File: src/ttq_pkg.sv
package ttq_pkg;

    // Character codes seen by the parser and used in responses
    localparam logic [7:0] CH_P = 8'h50;
    localparam logic [7:0] CH_V = 8'h56;
    localparam logic [7:0] CH_X = 8'h58;
    localparam logic [7:0] CH_QMARK = 8'h3F;
    localparam logic [7:0] CH_ZERO = 8'h30;
    localparam logic [7:0] CH_NINE = 8'h39;
    localparam logic [7:0] CH_COLON = 8'h3A;
    localparam logic [7:0] CH_DOT = 8'h2E;
    localparam logic [7:0] CH_COMMA = 8'h2C;
    localparam logic [7:0] CH_SLASH = 8'h2F;
    localparam logic [7:0] CH_UPPER_A = 8'h41;
    localparam logic [7:0] CH_UPPER_Z = 8'h5A;
    localparam logic [7:0] CH_LOWER_A = 8'h61;
    localparam logic [7:0] CH_LOWER_Z = 8'h7A;
    localparam logic [7:0] CASE_BIT = 8'h20;

    // Stamp layout: 13 BCD digits HHMMSST mmddyy, first digit in the top nibble
    localparam int STAMP_DIGITS = 13;
    localparam int STAMP_W = 52;
    localparam int DATE_W = 24;
    localparam logic [4:0] ARG_DIGITS = 5'd26;
    localparam logic [STAMP_W-1:0] STAMP_RST = 52'h0;

    // Response lengths and positions
    localparam logic [5:0] P_RSP_LEN = 6'd42;
    localparam logic [5:0] V_RSP_LEN = 6'd4;
    localparam logic [5:0] STOP_SEP_POS = 6'd21;
    localparam logic [5:0] STOP_BASE = 6'd22;

    // User terminator value
    localparam logic [7:0] USER_TERM_RST = 8'h00;
    localparam logic [9:0] USER_TERM_MAX = 10'd255;
    localparam logic [9:0] USER_TERM_BAD = 10'd256;

    // Parser states; one-bit steps for idle -> PARG -> idle and VARG -> emit -> idle, both bits flip for idle -> VARG -> idle and PARG -> emit
    typedef enum logic [1:0] {
        ST_IDLE = 2'b00,
        ST_PARG = 2'b01,
        ST_VARG = 2'b11,
        ST_EMIT = 2'b10
    } ttq_state_t;

endpackage : ttq_pkg
File: src/ttq_cmd_interp.sv
// Overview of operation
// - Time command holds start and stop stamps
// - Stamps used only under absolute-time config
// - Zero date matches time on any day
// - Time query returns both stamps as command
// - Letter plus question mark queries setting
// - Responses wait in output queue until read
// - Response is a command restoring the setting
// - Each response has fixed length and format
// - Many queries per string, answered in order
// - Queries answered at parse, before execute
// - Deferred settings apply only at execute
// - Terminator query returns letter and 0-255
// - Empty read or overflow flags query error
module ttq_cmd_interp #(
    parameter int QDEPTH = 64
) (
    // Clock and reset
    input wire logic core_clk,
    input wire logic rst_n,
    // Command byte stream
    input wire logic cmdValid,
    input wire logic [7:0] cmdByte,
    output logic cmdReady,
    // Output queue read side
    input wire logic rdReq,
    output logic [7:0] rdData,
    output logic rdValid,
    // Query error flag
    input wire logic errClr,
    output logic queryError,
    // Internal time-of-day clock
    input wire logic [ttq_pkg::STAMP_W-1:0] nowStamp,
    input wire logic nowTick,
    // Trigger configuration and events
    input wire logic absStartEn,
    input wire logic absStopEn,
    output logic startFire,
    output logic stopFire
);
    import ttq_pkg::*;

    localparam int AW = $clog2(QDEPTH);

    // Whole module state
    typedef struct packed {
        ttq_state_t st;                      // Parser state
        logic [2*STAMP_W-1:0] argSr;         // Digit shift register for time args
        logic [4:0] argCnt;                  // Digits collected so far
        logic argAny;                        // Argument character seen
        logic [9:0] vAcc;                    // Decimal accumulator for terminator
        logic [STAMP_W-1:0] startStamp;      // Active start stamp
        logic [STAMP_W-1:0] stopStamp;       // Active stop stamp
        logic [STAMP_W-1:0] pendStart;       // Waiting for execute
        logic [STAMP_W-1:0] pendStop;        // Waiting for execute
        logic pendP;                         // Time setting pending
        logic [7:0] userTerm;                // Active user terminator
        logic [7:0] pendTerm;                // Pending user terminator
        logic pendV;                         // Terminator setting pending
        logic qKind;                         // Query being emitted: 1 = terminator
        logic [5:0] emitIdx;                 // Response character index
        logic [QDEPTH-1:0][7:0] mem;         // Output queue storage
        logic [AW-1:0] wrPtr;                // Queue write pointer
        logic [AW-1:0] rdPtr;                // Queue read pointer
        logic [AW:0] cnt;                    // Queue fill count
        logic [7:0] rdData;                  // Last byte read out
        logic rdValid;                       // Read data strobe
        logic queryError;                    // Sticky query error
        logic startFire;                     // Start event strobe
        logic stopFire;                      // Stop event strobe
    } ttq_st_t;

    ttq_st_t s_q;
    ttq_st_t s_d;

    // Fold lower case onto upper case letters
    function automatic logic [7:0] toUpper(input logic [7:0] c);
        if (c >= CH_LOWER_A && c <= CH_LOWER_Z) begin
            return c & ~CASE_BIT;
        end
        return c;
    endfunction : toUpper

    // Any upper case letter opens a new command
    function automatic logic isLetter(input logic [7:0] c);
        return (c >= CH_UPPER_A && c <= CH_UPPER_Z);
    endfunction : isLetter

    // Decimal digit test
    function automatic logic isDigit(input logic [7:0] c);
        return (c >= CH_ZERO && c <= CH_NINE);
    endfunction : isDigit

    // One character of HH:MM:SS.T,mm/dd/yy for a stamp
    function automatic logic [7:0] stampChar(input logic [STAMP_W-1:0] s, input logic [5:0] p);
        logic [3:0] di;
        di = 4'd0;
        unique case (p)
            6'd2, 6'd5: return CH_COLON;
            6'd8: return CH_DOT;
            6'd10: return CH_COMMA;
            6'd13, 6'd16: return CH_SLASH;
            6'd0: di = 4'd0;
            6'd1: di = 4'd1;
            6'd3: di = 4'd2;
            6'd4: di = 4'd3;
            6'd6: di = 4'd4;
            6'd7: di = 4'd5;
            6'd9: di = 4'd6;
            6'd11: di = 4'd7;
            6'd12: di = 4'd8;
            6'd14: di = 4'd9;
            6'd15: di = 4'd10;
            6'd17: di = 4'd11;
            6'd18: di = 4'd12;
            // Blank pad keeps each field twenty wide; the parser skips it on replay
            default: return 8'h20;
        endcase
        return CH_ZERO + {4'h0, s[STAMP_W-1-4*di -: 4]};
    endfunction : stampChar

    // Response character for the query being emitted
    function automatic logic [7:0] rspChar(input logic qv, input logic [5:0] idx,
                                           input logic [STAMP_W-1:0] s0, input logic [STAMP_W-1:0] s1,
                                           input logic [7:0] ut);
        if (qv) begin
            // Terminator reply is always three zero-padded digits
            unique case (idx)
                6'd0: return CH_V;
                6'd1: return CH_ZERO + ut / 8'd100;
                6'd2: return CH_ZERO + (ut / 8'd10) % 8'd10;
                default: return CH_ZERO + ut % 8'd10;
            endcase
        end
        if (idx == 6'd0) begin
            return CH_P;
        end
        if (idx == STOP_SEP_POS) begin
            return CH_COMMA;
        end
        if (idx < STOP_SEP_POS) begin
            return stampChar(s0, idx - 6'd1);
        end
        return stampChar(s1, idx - STOP_BASE);
    endfunction : rspChar

    // Stamp compare; an all-zero stamp never fires, a zero date ignores the date
    function automatic logic stampHit(input logic [STAMP_W-1:0] s, input logic [STAMP_W-1:0] n);
        return (s != STAMP_RST)
            && (s[STAMP_W-1:DATE_W] == n[STAMP_W-1:DATE_W])
            && (s[DATE_W-1:0] == '0 || s[DATE_W-1:0] == n[DATE_W-1:0]);
    endfunction : stampHit

    logic [7:0] ub;
    logic inArg;
    logic take;
    logic pop;
    logic push;
    logic room;
    logic [13:0] vNext;

    assign ub = toUpper(cmdByte);
    assign inArg = (s_q.st == ST_PARG) || (s_q.st == ST_VARG);
    // Stall while emitting, and hold back a letter that ends an argument
    assign cmdReady = (s_q.st != ST_EMIT) && !(inArg && isLetter(ub));
    assign take = cmdValid && cmdReady;
    assign pop = rdReq && (s_q.cnt != '0);
    assign push = (s_q.st == ST_EMIT);
    assign room = (s_q.cnt != (AW+1)'(QDEPTH)) || pop;
    assign vNext = 14'(s_q.vAcc) * 14'd10 + 14'(ub - CH_ZERO);

    // Next-state logic for parser, queue and triggers
    always_comb begin
        s_d = s_q;
        s_d.rdValid = 1'b0;
        // Parser
        unique case (s_q.st)
            ST_IDLE: begin
                if (take) begin
                    s_d.argSr = '0;
                    s_d.argCnt = 5'd0;
                    s_d.argAny = 1'b0;
                    s_d.vAcc = 10'd0;
                    if (ub == CH_P) begin
                        s_d.st = ST_PARG;
                    end else if (ub == CH_V) begin
                        s_d.st = ST_VARG;
                    end else if (ub == CH_X) begin
                        // Execute: deferred settings land now
                        if (s_q.pendP) begin
                            s_d.startStamp = s_q.pendStart;
                            s_d.stopStamp = s_q.pendStop;
                            s_d.pendP = 1'b0;
                        end
                        if (s_q.pendV) begin
                            s_d.userTerm = s_q.pendTerm;
                            s_d.pendV = 1'b0;
                        end
                    end
                    // Other letters belong to other command handlers
                end
            end
            ST_PARG, ST_VARG: begin
                if (cmdValid && isLetter(ub)) begin
                    // Next command ends the argument; letter stays on the input
                    s_d.st = ST_IDLE;
                    if (s_q.st == ST_PARG && s_q.argCnt == ARG_DIGITS) begin
                        s_d.pendStart = s_q.argSr[2*STAMP_W-1:STAMP_W];
                        s_d.pendStop = s_q.argSr[STAMP_W-1:0];
                        s_d.pendP = 1'b1;
                    end
                    if (s_q.st == ST_VARG && s_q.argAny && s_q.vAcc <= USER_TERM_MAX) begin
                        s_d.pendTerm = s_q.vAcc[7:0];
                        s_d.pendV = 1'b1;
                    end
                end else if (take && ub == CH_QMARK && !s_q.argAny) begin
                    // Query right after the letter: answer now
                    s_d.st = ST_EMIT;
                    s_d.qKind = (s_q.st == ST_VARG);
                    s_d.emitIdx = 6'd0;
                end else if (take && isDigit(ub)) begin
                    s_d.argAny = 1'b1;
                    if (s_q.argCnt != ARG_DIGITS) begin
                        s_d.argSr = {s_q.argSr[2*STAMP_W-5:0], ub[3:0]};
                        s_d.argCnt = s_q.argCnt + 5'd1;
                    end
                    // Saturate so an out-of-range value is never applied
                    s_d.vAcc = (vNext > 14'(USER_TERM_MAX)) ? USER_TERM_BAD : vNext[9:0];
                end else if (take) begin
                    // Separators only mark that arguments began; blanks leave argAny unchanged
                    s_d.argAny = s_q.argAny || (ub != 8'h20);
                end
            end
            ST_EMIT: begin
                // One response byte per cycle, fixed length per query
                if ((s_q.qKind && s_q.emitIdx == V_RSP_LEN - 6'd1)
                    || (!s_q.qKind && s_q.emitIdx == P_RSP_LEN - 6'd1)) begin
                    s_d.st = ST_IDLE;
                end
                s_d.emitIdx = s_q.emitIdx + 6'd1;
            end
            default: s_d.st = ST_IDLE;
        endcase
        // Output queue; reads and writes may share a cycle
        if (errClr) begin
            s_d.queryError = 1'b0;
        end
        if (pop) begin
            s_d.rdData = s_q.mem[s_q.rdPtr];
            s_d.rdPtr = s_q.rdPtr + AW'(1);
            s_d.rdValid = 1'b1;
        end else if (rdReq) begin
            s_d.queryError = 1'b1;
        end
        if (push && room) begin
            s_d.mem[s_q.wrPtr] = rspChar(s_q.qKind, s_q.emitIdx, s_q.startStamp,
                                         s_q.stopStamp, s_q.userTerm);
            s_d.wrPtr = s_q.wrPtr + AW'(1);
        end else if (push) begin
            // Full: byte is lost and software is told
            s_d.queryError = 1'b1;
        end
        s_d.cnt = s_q.cnt + (AW+1)'(push && room) - (AW+1)'(pop);
        // Absolute-time events on each tenth-second tick
        s_d.startFire = nowTick && absStartEn && stampHit(s_q.startStamp, nowStamp);
        s_d.stopFire = nowTick && absStopEn && stampHit(s_q.stopStamp, nowStamp);
    end

    // State register
    always_ff @(posedge core_clk or negedge rst_n) begin
        if (!rst_n) begin
            s_q <= '0;
            s_q.st <= ST_IDLE;
            s_q.startStamp <= STAMP_RST;
            s_q.stopStamp <= STAMP_RST;
            s_q.userTerm <= USER_TERM_RST;
        end else begin
            s_q <= s_d;
        end
    end

    // Outputs straight from flops
    assign rdData = s_q.rdData;
    assign rdValid = s_q.rdValid;
    assign queryError = s_q.queryError;
    assign startFire = s_q.startFire;
    assign stopFire = s_q.stopFire;
endmodule : ttq_cmd_interp

File: config.mk
export PLATFORM = sky130hd
export DESIGN_NAME = ttq_cmd_interp
export DESIGN_NICKNAME = d
export VERILOG_FILES = /design/src/ttq_pkg.sv /design/src/ttq_cmd_interp.sv
export SDC_FILE = /design/constraint.sdc
export NUM_CORES = 2
export LEC_CHECK = 0
export BUFFER_PORTS_ARGS = -buffer_cell sky130_fd_sc_hd__buf_2
export CAP_MARGIN = 5
export CORE_AREA = 2 2 358 289
export CTS_CLUSTER_SIZE = 40
export DETAILED_ROUTE_END_ITERATION = 16
export DIE_AREA = 0 0 360 291
export GPL_TIMING_DRIVEN = 0
export PLACE_DENSITY = 0.68
export SLEW_MARGIN = 20
export SYNTH_ARGS = -nofsm -noshare
export SYNTH_HDL_FRONTEND = slang
export SYNTH_SLANG_ARGS = --single-unit
File: constraint.sdc
create_clock -name core_clk -period 6.5 [get_ports core_clk]
set_input_delay 1.3 -clock core_clk [delete_from_list [all_inputs] [get_ports core_clk]]
set_output_delay 1.3 -clock core_clk [all_outputs]
set_load 0.005 [all_outputs]
==> impl_summary.md <==
Floorplan
In this run the count of I/O pins placed on the die edge is just over 80. The area of the die is ~100000 sq um. The site row count is ~110.

In this run the horizontal extent of the chip is around 360 microns. The initial utilization of the core area, before any placement, comes to about 45%. After floorplanning, the core was sized to cover 102000 sq um. Measured along the y axis, the die boundary spans 291 microns.

Routing
The aggregate routed wire length is 131 mm. The count of TritonRoute iterations in the first routing pass is 6. The total via count after detailed routing is roughly 35000. The count of unresolved DRC violations after routing is 0. The DRC marker count from the first detailed-route iteration is approximately 4000. The via count normalized by instance count is approximately 6.

After detailed routing, the average wire length per cell comes to around 23 microns. Once detail routing completed, the nets flagged for antenna violations numbered 0.

Critical path
Along the worst path, the maximum fanout reaches 10. The worst register-to-register path ends at s_q[114]$_DFFE_PN0P_. The worst register-to-register path begins at s_q[544]$_DFFE_PN0P_.

The slack of the worst reg-to-reg path is just under 0.4 ns. The kind of cell with the highest combined delay along the critical path is compound AO/OA/AOI/OAI gates. The critical path start-end classification is register to register. The arrival time reported for the critical path endpoint is 6.64 ns.

Among all stages on the critical path, the largest delay is contributed by sky130_fd_sc_hd__mux4_2. The launching element type of the critical path is a register. Walking the worst path, the cells encountered are inv_1, ha_1, or2_2, mux4_2, o21ai_0, nand2_2, buf_2, inv_1, ha_2, a41o_1, a21oi_1, a221oi_2, clkbuf_4, mux4_2, a311oi_1, o311ai_0, a21o_1, a21oi_4, buf_12, buf_2, a21oi_1. The number of buffers and inverters on the critical path is 6.

STA classifies the critical path endpoint as a register. The critical path runs through a total of 21 cells. For this run, the slowest stage of the critical path takes 0.51 ns. Data on the critical path is required at its endpoint by slightly above 7 ns. The number of cells on the worst reg-to-reg path is 21.

Placed design
The number of placed instances with taps included is approximately 5700. The total half-perimeter wirelength after legalization and detailed placement is about 94 mm. The cell area reported after detailed placement is about 48000 sq um. The port buffer count is 80. The post-placement setup slack is -0.438 ns. The congestion estimate from routability-driven global placement came to approximately 0.95.

Logic synthesis
By area the synthesized netlist is led by sky130_fd_sc_hd__dfrtp_1 50%, sky130_fd_sc_hd__mux4_2 9.0%, sky130_fd_sc_hd__mux2_2 5.6%, sky130_fd_sc_hd__nand2_1 5.3%, sky130_fd_sc_hd__nor2_1 3.5%. The register bit count reported by yosys is approximately 900. The net count of the mapped netlist is around 4400. After synthesis, the largest family of logic cells by area is multiplexers. In the synthesized netlist, mux cells make up 15.2% of the area. The fraction of synthesized cell area in xor and xnor cells is roughly 3.2%. The most used flip-flop cell after synthesis is sky130_fd_sc_hd__dfrtp_1.

The post-synthesis compound-gate area fraction is between 10 and 15%. The post-synthesis average cell area is about 11 sq um. The area fraction in and, or, nand and nor cells after synthesis is between 10% and 20%. The biggest area contributor in the post-synthesis netlist is sky130_fd_sc_hd__dfrtp_1. Synthesis produced ~4200 cells. The netlist area before placement is ~45000 sq um. For this run, the register share of the synthesized area comes to 49.7%. The proportion of register bits with asynchronous set or reset after synthesis is 100%. For this run, the number of Yosys warnings is 0. The synthesized netlist contains 101 unique library cells. The top cell type by area accounts for between 40% and 50% of the synthesized area. The most common cell in the netlist is sky130_fd_sc_hd__dfrtp_1. The number of enable flip-flop cells after synthesis is 0. By count the netlist is led by 898 x sky130_fd_sc_hd__dfrtp_1, 642 x sky130_fd_sc_hd__nand2_1, 420 x sky130_fd_sc_hd__nor2_1. The post-synthesis share of cell area spent on full adders, half adders and majority gates is 1.95%.

Worst hold path
The number of cells on the worst hold path is 1. The class of the tightest hold or removal check is register to register. In this run the most critical hold path is launched from s_q[654]$_DFFE_PN0P_. The worst-case hold path end point is s_q[758]$_DFFE_PN0P_.

Global routing
The maximum number of pins on one net before global-route repair is ~140. The sum of overflow across all layers after global routing is 0. The global-route wire length before repair is slightly above 200 mm.

The number of antenna violations at the first check in global routing is 4. For this run, the total global-route usage over all layers was measured as roughly 25%. The number of global-route vias before repair is ~34000.

Power
The reported net switching power is ~5.2 mW. The sequential power share is 38.5%. The portion of total power attributed to the clock network is between 30% and 40%. The internal power component is ~10 mW. The switching portion of total power is 33.5%. The combinational fraction of design power is about 27%. For this design the static power due to leakage is roughly 22 nW. The worst IR drop on VDD is roughly 0.24 mV.

For this design the ratio of total power to cell area is between 300 and 400 nW/um^2.

CTS
CTS placed an instance of sky130_fd_sc_hd__clkbuf_16 at the clock tree root. The clock net in this run drives a total of 898 sinks. Buffers inserted to repair hold after CTS numbered 0. The TritonCTS clock tree is yes.

Counting along the longest clock path gives a buffer depth of 3. The clock latency on the worst-skew pair is a little over 0.7 ns. The clock buffer count from CTS is approximately 90.

The depth of the CTS H-tree is 3. Clock-pin slew was measured on the worst setup and hold paths at around 0.060 ns.

Timing
Setup repair after global routing left no endpoint under its margin. The worst slew margin relative to its limit is between 15 and 20%. The count of final max-slew check failures is 0. After layout, the worst path uses 93.9% of the clock period. Setup slack closes at between 0.3 and 0.4 ns. The number of hold violations in the final report is 0. The clock tree skew after final layout is between 0.05 and 0.06 ns.

The setup-violating endpoint count in the final report is 0. The peak clock frequency supported by timing is 0.164 GHz. For the pin with the worst max-slew slack, the measured transition is about 1.3 ns. The worst path needs between 6 and 7 ns of the cycle, external delays included.

Outcome
The run finished with clean final reports.

Cells and area
The fraction of final layout cells sized beyond drive strength 1 is 17.8%. Once layout is done, the placed cells without fillers occupy ~51000 sq um. The finished layout holds 5822 standard cells, fillers aside. The relative area change from synthesis to final layout is 12.1%.

The post-route core utilization is between 40% and 50%. The net count of the finished layout is around 4600.

Run
The tool flagged a number of max-cap violations equal to 0.
## stage by stage
stage          total power [mW]  hold WS, ns  TNS, ns
3_5_place_dp               10.1        0.464   -37.98
6_report                   15.5        0.461        0
3_3_place_gp               10.0        0.454        -
4_1_cts                    15.5        0.461        0
2_1_floorplan              8.75        0.443        0
5_1_grt                    16.1        0.489        0
## layout by cell type, fill, tap and decap left out, types with 16 or more instances in the layout
cell,netlist,layout
sky130_fd_sc_hd__clkbuf_16,0,91
sky130_fd_sc_hd__mux2_2,226,226
sky130_fd_sc_hd__o31ai_2,20,20
sky130_fd_sc_hd__nor3_1,25,22
sky130_fd_sc_hd__o21ai_0,230,230
sky130_fd_sc_hd__nand3_1,34,33
sky130_fd_sc_hd__xor2_1,75,73
sky130_fd_sc_hd__inv_1,50,50
sky130_fd_sc_hd__nor2b_1,19,19
sky130_fd_sc_hd__buf_1,40,25
sky130_fd_sc_hd__buf_2,52,140
sky130_fd_sc_hd__and3_1,17,17
sky130_fd_sc_hd__dfrtp_1,898,898
sky130_fd_sc_hd__xnor2_1,84,84
sky130_fd_sc_hd__clkbuf_2,1,16
sky130_fd_sc_hd__o21ai_1,38,37
sky130_fd_sc_hd__a21oi_1,217,217
sky130_fd_sc_hd__o31ai_1,182,182
sky130_fd_sc_hd__mux2i_1,28,28
sky130_fd_sc_hd__mux4_2,180,180
sky130_fd_sc_hd__nor2_1,420,420
sky130_fd_sc_hd__a31oi_1,140,140
sky130_fd_sc_hd__and2_1,16,16
sky130_fd_sc_hd__nor4_1,47,46
sky130_fd_sc_hd__nand2_1,642,641
sky130_fd_sc_hd__clkbuf_1,185,198
sky130_fd_sc_hd__clkbuf_8,0,18
sky130_fd_sc_hd__nand4_1,40,40
sky130_fd_sc_hd__a21o_1,19,18
sky130_fd_sc_hd__ha_1,65,64
## registers in the layout (all words and copies together) (netlist names)
register / count
queryError: 1
rdData: 8
rdValid: 1
s_q: 886
startFire: 1
stopFire: 1
## cells by family (layout without fill, tap and decap cells)
group / count (synthesis) / in the layout
fa+ha+maj: 69 / 69
compound gates: 989 / 989
flops: 898 / 898
mux: 435 / 435
buf+inv: 347 / 598
simple gates: 1332 / 1332
other cells: 0 / 2
xor+xnor: 162 / 162
## what timing repair did
action                     4_1_cts  5_1_grt
resized for setup                2       31
pin swaps                        1        0
setup buffers                    2        0
setup endpoints to repair      114      321
## final cells by class
class / count / area (sq um)
flip-flops and latches: 898 / 22500
well taps: 1337 / 1670
clock inverters: 27 / 418
multi-input cells: 2987 / 21400
repair buffers: 92 / 666
diodes: 2 / 5.00
clock buffers: 134 / 2620
fillers: 9031 / 50800
plain buffers: 293 / 1290
inverters: 52 / 195
## per-layer routing
| layer | vias up | global-route usage [%] | share of wire, % |
|---|---|---|---|
| met5 | - | 0 | 0.079 |
| met4 | 6 | 7.26 | 2.7 |
| met3 | 242 | 5.52 | 8.7 |
| met2 | 1448 | 36.6 | 43 |
| met1 | 17400 | 37.1 | 45 |
| li1 | 15700 | - | - |
## power by group through the flow
stage	clock (mW)	combinational, mW	sequential [mW]
detailed placement	0	4.03	6.06
finish	5.38	4.15	5.96
global placement	0	3.94	6.06
floorplan	0	2.73	6.01
global route	5.68	4.45	5.98
CTS	5.46	4.05	5.96
## worst max path at each step
stage	startpoint	end	slack, ns
2_1_floorplan	s_q[545]$_DFFE_PN0P_	s_q[194]$_DFFE_PN0P_	1.55
3_3_place_gp	rst_n	s_q[492]$_DFFE_PN0P_	-15.52
3_5_place_dp	cmdByte[3]	s_q[792]$_DFFE_PN0P_	-0.44
4_1_cts	s_q[564]$_DFFE_PN0P_	s_q[500]$_DFFE_PN0P_	0.04
5_1_grt	s_q[543]$_DFFE_PN0P_	s_q[194]$_DFFE_PN0P_	0.04
6_report	s_q[544]$_DFFE_PN0P_	s_q[114]$_DFFE_PN0P_	0.40
(Power assumes the default switching activity.)
